--- src/msas_pkg.sv ---
// Constants for the monitor alert status and mask block.
// Assumes the includer imports the whole package into its module header.
package msas_pkg;

   // Register offsets on the device register port
   localparam logic [7:0] MSAS_OFS_STATUS_ONE = 8'h41; // Summary plus limit flags
   localparam logic [7:0] MSAS_OFS_STATUS_TWO = 8'h42; // fault_status_two
   localparam logic [7:0] MSAS_OFS_MASK_ONE   = 8'h74; // alert_mask_one
   localparam logic [7:0] MSAS_OFS_MASK_TWO   = 8'h75; // alert_mask_two

   // First status / first mask field positions
   localparam int MSAS_B1_SUMMARY     = 7; // second_register_summary
   localparam int MSAS_B1_REMOTE_TWO  = 6; // remote_two_temp_flag
   localparam int MSAS_B1_LOCAL       = 5; // local_temp_flag
   localparam int MSAS_B1_REMOTE_ONE  = 4; // remote_one_temp_flag
   localparam int MSAS_B1_MAIN_SUPPLY = 2; // Main supply flag
   localparam int MSAS_B1_CORE_SUPPLY = 1; // core_supply_flag

   // Second status / second mask field positions
   localparam int MSAS_B2_DIODE_TWO   = 7; // diode_two_fault
   localparam int MSAS_B2_DIODE_ONE   = 6; // diode_one_fault
   localparam int MSAS_B2_FAN_FOUR    = 5; // fan_four_or_timer_flag
   localparam int MSAS_B2_FAN_THREE   = 4; // fan_three_slow
   localparam int MSAS_B2_FAN_TWO     = 3; // fan_two_slow
   localparam int MSAS_B2_FAN_ONE     = 2; // fan_one_slow
   localparam int MSAS_B2_OVERTEMP    = 1; // overtemperature_flag
   localparam int MSAS_B2_LATCH       = 0; // remote_two_latch_flag

   // Implemented bits of each register; the rest read as zero
   localparam logic [7:0] MSAS_STAT1_USED = 8'h76; // Bits 6,5,4,2,1 from sources
   localparam logic [7:0] MSAS_MASK1_USED = 8'hF6; // Bit 7 plus source masks
   localparam logic [7:0] MSAS_STAT2_USED = 8'hFF; // All eight bits carry flags
   localparam logic [7:0] MSAS_MASK2_USED = 8'hFE; // Bit 0 unused
   localparam logic [7:0] MSAS_STAT2_STICKY = 8'hFD; // All but overtemperature

   // Reset values
   localparam logic [7:0] MSAS_MASK1_RST = 8'h00; // Nothing masked
   localparam logic [7:0] MSAS_MASK2_RST = 8'h00; // Nothing masked
   localparam logic [7:0] MSAS_ZERO8     = 8'h00; // Cleared byte

endpackage : msas_pkg

--- src/msas_flag_bank.sv ---
// Eight status flags, each sticky, following its source level, or held at zero if unused.
// Assumes fault levels arrive on mclk and the clear strobe is one cycle wide.
`timescale 1ns/1ns
`default_nettype none

module msas_flag_bank
   import msas_pkg::*;
#(
   parameter logic [7:0] USED   = 8'hFF, // Bits that carry a flag
   parameter logic [7:0] STICKY = 8'hFF  // Bits that hold until read
) (
   input  wire logic       mclk,    // Device clock
   input  wire logic       rstn,    // Async reset, active low
   input  wire logic [7:0] fault,   // Live out-of-limit levels
   input  wire logic       rd_clr,  // Register read strobe
   output var  logic [7:0] flags_q  // Flag state
);

   logic [7:0] flags_d; // Next flag state

   // One slice per flag; a fault still present always wins over the read
   for (genvar k = 0; k < 8; k++) begin : g_flag
      always_comb begin
         if (!USED[k]) begin
            flags_d[k] = 1'b0;                      // Unused position
         end else if (STICKY[k]) begin
            flags_d[k] = fault[k] | (flags_q[k] & ~rd_clr);
         end else begin
            flags_d[k] = fault[k];
         end
      end
   end

   // Register only
   always_ff @(posedge mclk or negedge rstn) begin
      if (!rstn) begin
         flags_q <= MSAS_ZERO8;
      end else begin
         flags_q <= flags_d;
      end
   end

endmodule : msas_flag_bank

`default_nettype wire

--- src/msas_alert_core.sv ---
// Sticky status capture, alert masks and the alert pin driver.
// Assumes limit comparators and the serial bus engine run on mclk,
// and that the bus engine gives one-cycle read and write strobes.
//
// What this block does
// - Diode open/short sets status two bits 7,6
// - Fan four slow or timer sets bit 5
// - Fans three, two, one set bits 4..2
// - Thermal overtemperature sets status two bit 1
// - Bit 0 reports remote two latch
// - Out-of-limit sets status bit immediately
// - Bit clears only after fault gone and read
// - Alert held while out of limit, until read
// - Overtemperature flag and its alert not sticky
// - Masks gate alert only, never status
// - Mask one bits block listed alert sources
// - Mask one bit 7 gates fully-masked second register
// - Mask two bits block diode, fan, overtemperature alerts
// - Mask two bit 5 blocks fan four/timer
// - Alert disabled until pin function enabled
// - Status one bit 7 summarises status two
// - Status one bits flag limit violations
// - Status holds past the latest comparison until read clears
`timescale 1ns/1ns
`default_nettype none

module msas_alert_core
   import msas_pkg::*;
(
   input  wire logic       mclk,                  // Device clock, 100 MHz
   input  wire logic       rstn,                  // Async reset, active low
   // Limit comparator levels, high while out of limit
   input  wire logic       remote_two_temp_fault, // Remote 2 temperature
   input  wire logic       local_temp_fault,      // Local temperature
   input  wire logic       remote_one_temp_fault, // Remote 1 temperature
   input  wire logic       main_supply_fault,     // Main supply
   input  wire logic       core_supply_fault,     // Processor-core supply
   input  wire logic       diode_two_fault,       // Diode 2 open or short
   input  wire logic       diode_one_fault,       // Diode 1 open or short
   input  wire logic       fan_four_slow,         // Fan 4 under speed
   input  wire logic       thermal_timer_over,    // Thermal timer past limit
   input  wire logic       thermal_timer_mode,    // Fourth tach pin is thermal input
   input  wire logic       fan_three_slow,        // Fan 3 under speed
   input  wire logic       fan_two_slow,          // Fan 2 under speed
   input  wire logic       fan_one_slow,          // Fan 1 under speed
   input  wire logic       overtemp_fault,        // Thermal pin limit exceeded
   input  wire logic       remote_two_latch,      // Remote 2 latch condition
   input  wire logic       alert_pin_enable,      // Pin set to alert function
   // Register port from the serial bus engine
   input  wire logic [7:0] reg_addr,              // Register offset
   input  wire logic       reg_wr,                // Write strobe
   input  wire logic [7:0] reg_wdata,             // Write data
   input  wire logic       reg_rd,                // Read strobe
   output var  logic [7:0] reg_rdata_q,           // Read data, next cycle
   // Open-drain alert pin
   output var  logic       alert_n_q,             // Alert level, active low
   output var  logic       alert_oe_q             // High while pulling pin low
);

   // Assembled live fault vectors
   logic [7:0] fault_one;     // Sources of status one
   logic [7:0] fault_two;     // Sources of status two
   logic       fan_four_src;  // Shared bit 5 source

   // Status flags
   logic [7:0] stat1_q;       // Status one flags, summary excluded
   logic [7:0] stat2_q;       // fault_status_two
   logic [7:0] stat1_view;    // Status one as software sees it

   // Masks
   logic [7:0] mask1_q;       // alert_mask_one
   logic [7:0] mask1_d;       // Next alert_mask_one
   logic [7:0] mask2_q;       // alert_mask_two
   logic [7:0] mask2_d;       // Next alert_mask_two

   // Decoded accesses
   logic       rd_one;        // Read of status one
   logic       rd_two;        // Read of status two
   logic [7:0] rdata_d;       // Next read data

   // Alert terms
   logic [7:0] pend1;         // Unmasked pending status one
   logic [7:0] pend2;         // Unmasked pending status two
   logic       summary_alert; // Fully masked second register path
   logic       alert_any;     // Any reason to alert
   logic       alert_n_d;     // Next alert level
   logic       alert_oe_d;    // Next pin enable

   // Source routing; bit 5 source follows the fourth tach pin function
   always_comb begin
      fan_four_src = thermal_timer_mode ? thermal_timer_over : fan_four_slow;
      fault_one                      = MSAS_ZERO8;
      fault_one[MSAS_B1_REMOTE_TWO]  = remote_two_temp_fault;
      fault_one[MSAS_B1_LOCAL]       = local_temp_fault;
      fault_one[MSAS_B1_REMOTE_ONE]  = remote_one_temp_fault;
      fault_one[MSAS_B1_MAIN_SUPPLY] = main_supply_fault;
      fault_one[MSAS_B1_CORE_SUPPLY] = core_supply_fault;
      fault_two[MSAS_B2_DIODE_TWO]   = diode_two_fault;
      fault_two[MSAS_B2_DIODE_ONE]   = diode_one_fault;
      fault_two[MSAS_B2_FAN_FOUR]    = fan_four_src;
      fault_two[MSAS_B2_FAN_THREE]   = fan_three_slow;
      fault_two[MSAS_B2_FAN_TWO]     = fan_two_slow;
      fault_two[MSAS_B2_FAN_ONE]     = fan_one_slow;
      fault_two[MSAS_B2_OVERTEMP]    = overtemp_fault;
      fault_two[MSAS_B2_LATCH]       = remote_two_latch;
   end

   // Read decode; a read clears only what it returned
   assign rd_one = reg_rd && (reg_addr == MSAS_OFS_STATUS_ONE);
   assign rd_two = reg_rd && (reg_addr == MSAS_OFS_STATUS_TWO);

   // Status one bank, all sticky
   msas_flag_bank #(
      .USED   (MSAS_STAT1_USED),
      .STICKY (MSAS_STAT1_USED)
   ) u_stat_one (
      .mclk    (mclk),
      .rstn    (rstn),
      .fault   (fault_one),
      .rd_clr  (rd_one),
      .flags_q (stat1_q)
   );

   // Status two bank, overtemperature follows its level
   msas_flag_bank #(
      .USED   (MSAS_STAT2_USED),
      .STICKY (MSAS_STAT2_STICKY)
   ) u_stat_two (
      .mclk    (mclk),
      .rstn    (rstn),
      .fault   (fault_two),
      .rd_clr  (rd_two),
      .flags_q (stat2_q)
   );

   // Summary bit is live, so it drops as soon as status two empties
   always_comb begin
      stat1_view                  = stat1_q;
      stat1_view[MSAS_B1_SUMMARY] = |stat2_q;
   end

   // Mask writes; unused bits are kept at zero so they read back as zero
   always_comb begin
      mask1_d = mask1_q;
      mask2_d = mask2_q;
      if (reg_wr && (reg_addr == MSAS_OFS_MASK_ONE)) begin
         mask1_d = reg_wdata & MSAS_MASK1_USED;
      end
      if (reg_wr && (reg_addr == MSAS_OFS_MASK_TWO)) begin
         mask2_d = reg_wdata & MSAS_MASK2_USED;
      end
   end

   // Read mux; unmapped offsets read as zero
   always_comb begin
      unique case (reg_addr)
         MSAS_OFS_STATUS_ONE: rdata_d = stat1_view;
         MSAS_OFS_STATUS_TWO: rdata_d = stat2_q;
         MSAS_OFS_MASK_ONE:   rdata_d = mask1_q;
         MSAS_OFS_MASK_TWO:   rdata_d = mask2_q;
         default:             rdata_d = MSAS_ZERO8;
      endcase
      if (!reg_rd) begin
         rdata_d = reg_rdata_q; // Hold last answer between reads
      end
   end

   // Alert decision; masks act here only, never on the flags
   always_comb begin
      pend1 = stat1_q & ~mask1_q & MSAS_STAT1_USED;
      pend2 = stat2_q & ~mask2_q & MSAS_MASK2_USED;
      // With every second-register source masked, mask one bit 7 decides
      summary_alert = (|stat2_q) && ((mask2_q & MSAS_MASK2_USED) == MSAS_MASK2_USED)
                      && !mask1_q[MSAS_B1_SUMMARY];
      alert_any  = (|pend1) || (|pend2) || summary_alert;
      // Pin stays released until software picks the alert function
      alert_oe_d = alert_pin_enable && alert_any;
      alert_n_d  = !alert_oe_d;
   end

   // Register stage for masks, read data and pin
   always_ff @(posedge mclk or negedge rstn) begin
      if (!rstn) begin
         mask1_q     <= MSAS_MASK1_RST;
         mask2_q     <= MSAS_MASK2_RST;
         reg_rdata_q <= MSAS_ZERO8;
         alert_n_q   <= 1'b1;
         alert_oe_q  <= 1'b0;
      end else begin
         mask1_q     <= mask1_d;
         mask2_q     <= mask2_d;
         reg_rdata_q <= rdata_d;
         alert_n_q   <= alert_n_d;
         alert_oe_q  <= alert_oe_d;
      end
   end
endmodule : msas_alert_core

`default_nettype wire

--- config.mk ---
export PLATFORM = sky130hd
export DESIGN_NAME = msas_alert_core
export DESIGN_NICKNAME = d
export VERILOG_FILES = /design/src/msas_pkg.sv /design/src/msas_flag_bank.sv /design/src/msas_alert_core.sv
export SDC_FILE = /design/constraint.sdc
export NUM_CORES = 1
export LEC_CHECK = 0
export BUFFER_PORTS_ARGS = -buffer_cell sky130_fd_sc_hd__buf_4
export CAP_MARGIN = 20
export CORE_ASPECT_RATIO = 2
export CORE_MARGIN = 2
export CORE_UTILIZATION = 35
export CTS_CLUSTER_DIAMETER = 200
export CTS_CLUSTER_SIZE = 24
export DETAILED_ROUTE_END_ITERATION = 8
export GPL_ROUTABILITY_DRIVEN = 1
export PLACE_DENSITY = 0.68
export SYNTH_ARGS = -nofsm -noshare
export SYNTH_HDL_FRONTEND = slang
export SYNTH_SLANG_ARGS = --single-unit
--- constraint.sdc ---
create_clock -name mclk -period 3.24 [get_ports mclk]
set_input_delay 0.324 -clock mclk [delete_from_list [all_inputs] [get_ports mclk]]
set_output_delay 0.324 -clock mclk [all_outputs]
set_load 0.02 [all_outputs]
==> run_results.csv <==
group,metric,value,unit
status,status,"finished, final reports clean",
power_and_ir_drop,power_density,384,nW/um^2
timing,drv_slew,0,
logic_synthesis,synth-edff-count,0,
clock_network,clk_pin_slew,0.07,ns
setup_path,slowest_delay,0.54,ns
placement,dp_hpwl,3.19,mm
power_and_ir_drop,power.leakage,1.06,nW
power_and_ir_drop,clockPowerShare,0.364,
logic_synthesis,synth_compound_area_frac,0.195,
power_and_ir_drop,p_seq_frac,0.535,
logic_synthesis,synthDistinctLibCells,39,
timing,hold_ws,0.144,ns
timing,hold_violations,0,
timing,clock.fmax,597,MHz
grt,grt_max_degree,37,
detailed_routing,ant_nets,0,
grt,antenna_found_initial,0,
clock_network,cts_tree,"built",
detailed_routing,route.detailed.drc,0,
clock_network,clockRootBuffer,"clkbuf_8",
grt,grt_pass1_wl,6.88,mm
logic_synthesis,synth_top_cell_by_area,"dfrtp_1",
detailed_routing,wire_per_inst,16.1,um
floorplan,initial_utilization,0.357,
detailed_routing,drtIter0Drc,30,
placement,gp_congestion,0.800,
logic_synthesis,synth_warnings,0,
final_layout,drive_above_1_share,0.394,
floorplan,design.core.area,5050,sq um
timing,finalClockSkew,0.00414,ns
logic_synthesis,syn_area,1800,sq um
detailed_routing,viasPerCell,5.54,
logic_synthesis,synth_flop_cell,"dfrtp_1",
logic_synthesis,synth_xor_area_frac,0,
setup_path,r2r_start,"u_stat_two.flags_q[7]",
timing,setup_viol,0,
floorplan,rows,37,
logic_synthesis,synth.mux.area_fraction,0.115,
grt,overflow,0,
logic_synthesis,syn_avg_cell_area,11.8,sq um
clock_network,post_cts_buffers,0,
setup_path,rrSetupSlack,1.56,ns
timing,finalCriticalPeriod,1.68,ns
min_path,hold-path-cell-count,1,
floorplan,dieArea,5770,sq um
clock_network,cts_inserted_buffers,5,
setup_path,end_kind,"register",
floorplan,die_w,54.7,um
power_and_ir_drop,combPwrFrac,0.102,
floorplan,io_pins,46,
power_and_ir_drop,netSwitchingFraction,0.223,
placement,port_buffers,44,
power_and_ir_drop,p_sw,0.196,mW
setup_path,critPathArrivalTime,1.84,ns
final_layout,syn_to_final_growth,26.8,%
setup_path,startpoint_type,"register",
setup_path,critPathBufInv,1,
clock_network,clockBufferDepth,2,
logic_synthesis,synth_most_common_cell,"dfrtp_1",
timing,fin_crit_sh,0.517,
final_layout,nNetsFinal,238,
power_and_ir_drop,peakVddDrop,0.338,mV
logic_synthesis,synthTopCellsByCount,"dfrtp_1, inv_1, o22ai_1",
grt,grt_use_total,0.167,
min_path,hp-class,"in2reg",
setup_path,critPathKind,"reg2reg",
final_layout,final_cells,261,
setup_path,worstRegToRegCells,4,
logic_synthesis,synth_top_family_by_area,"compound AO/OA/AOI/OAI gates",
logic_synthesis,synth_top_area_frac,0.486,
setup_path,cp_top_family,"simple AND/OR/NAND/NOR gates",
floorplan,die_h,105,um
logic_synthesis,synth-adder-area-share,0,
logic_synthesis,syn_nets,189,
logic_synthesis,synthTopCellsByArea,"dfrtp_1, mux2_2, o22ai_1, a21o_1, inv_1",
timing,finalSetupTns,0,ns
logic_synthesis,syn-instance-count,153,
logic_synthesis,yosys.area_share.simple,0.136,
setup_path,r2r-end,"alert_n_q",
power_and_ir_drop,internal_power,0.682,mW
setup_path,slowest_stage,"or4_1",
min_path,holdPathEnd,"u_stat_two.flags_q[1]",
logic_synthesis,yosysSeqAreaShare,0.501,
timing,tightest_slew,0.567,ns
final_layout,final_core_util,0.453,
clock_network,clock_sinks,36,
setup_path,path_cells,"inv_1, o22ai_1, or4_1, o41ai_1",
placement,placed_cells,252,
logic_synthesis,synth-async-reset-ratio,1.00,
detailed_routing,first_pass_iters,4,
detailed_routing,vias,1446,
flow_run,drv_cap,0,
final_layout,antenna_cells,0,
clock_network,clk_latency,0.28,ns
setup_path,worst-path-max-fanout,4,
setup_path,crit_required,3.41,ns
min_path,hold_path.startpoint,"overtemp_fault",
logic_synthesis,synth-seq-cells,36,
timing,rsz0062_at_grt,"no",
detailed_routing,wirelength,4.21,mm
grt,grt_pass1_vias,1444,
timing,maxSlewHeadroom,0.621,
clock_network,h-tree-depth,2,
[how the worst max path moves through the flow]
stage,startpoint,end,cells after the start
detailed placement,reg_addr[3],mask1_q[4],5
global route,u_stat_two.flags_q[7],alert_n_q,3
CTS,u_stat_two.flags_q[6],alert_oe_q,4
floorplan,u_stat_two.flags_q[6],alert_oe_q,4
finish,u_stat_two.flags_q[7],alert_n_q,4
global placement,reg_addr[7],u_stat_two.flags_q[5],5
[worst register-to-register path: cells and delay by family (launching register included)]
| family | cells | cell delay [ns] |
|---|---|---|
| buf+inv | 1 | 0.08 |
| simple gates | 1 | 0.54 |
| flops | 1 | 0.44 |
| compound gates | 2 | 0.50 |
[layer usage]
layer	vias to the layer above	routed length [um]	GRT usage
li1	677	-	-
met1	711	1620	0.203
met2	47	2230	0.267
met3	11	213	0.0312
met4	0	142	0.0875
met5	-	0	0
[timing repair]
| item | in CTS | in global routing |
|---|---|---|
| hold buffers | 1 | 0 |
| hold endpoints to repair | 35 | 0 |
| gates resized for setup | 0 | 0 |
[metrics by stage]
step | worst slack (ns) | instance area (sq um) | power [mW]
finish | 1.56 | 2280 | 0.878
global route | 1.51 | 2280 | 0.919
CTS | 1.57 | 2280 | 0.893
detailed placement | 1.46 | 2180 | 0.567
global placement | 1.46 | 2180 | 0.565
floorplan | 1.69 | 1800 | 0.511
[sequential cells by signal, indices dropped and copies added, names as in the netlist]
name / flops
u_stat_one.flags_q: 5
alert_n_q: 1
alert_oe_q: 1
mask1_q: 6
reg_rdata_q: 8
u_stat_two.flags_q: 8
mask2_q: 7
[placed cells by master, fill, tap and decap left out, types with 2 or more instances in the layout]
cell,n
clkbuf_1,2
inv_1,20
a22oi_1,5
o22ai_1,15
a21oi_1,2
mux2_2,14
or4b_1,2
o22a_2,5
nor2b_1,3
nor2_1,2
nand4b_1,2
a21o_1,11
nand3_1,2
nand3_2,2
buf_4,44
clkbuf_8,6
or4_1,2
dfrtp_1,35
nor4_1,3
nor3b_4,2
mux2i_1,5
[layout make-up]
| type | instances | area [sq um] |
|---|---|---|
| Clock buffer | 8 | 90.1 |
| Fill cell | 502 | 2760 |
| Inverter | 20 | 75.1 |
| Multi-Input combinational cell | 94 | 805 |
| Sequential cell | 36 | 902 |
| Tap cell | 58 | 72.6 |
| Timing Repair Buffer | 45 | 340 |
[logic make-up after synthesis]
kind of cell,count (synthesis)
AO/OA/AOI/OAI,47
flip-flops,36
AND/OR/NAND/NOR,28
buffers and inverters,23
multiplexers,19
[power by group through the flow]
stage	clock network, mW	registers [mW]	logic, mW
finish	0.319	0.470	0.0893
global route	0.350	0.470	0.0982
CTS	0.334	0.469	0.0904
detailed placement	0	0.478	0.0893
global placement	0	0.478	0.0869
floorplan	0	0.476	0.0347
No activity file was read; power rests on OpenSTA's default activity.
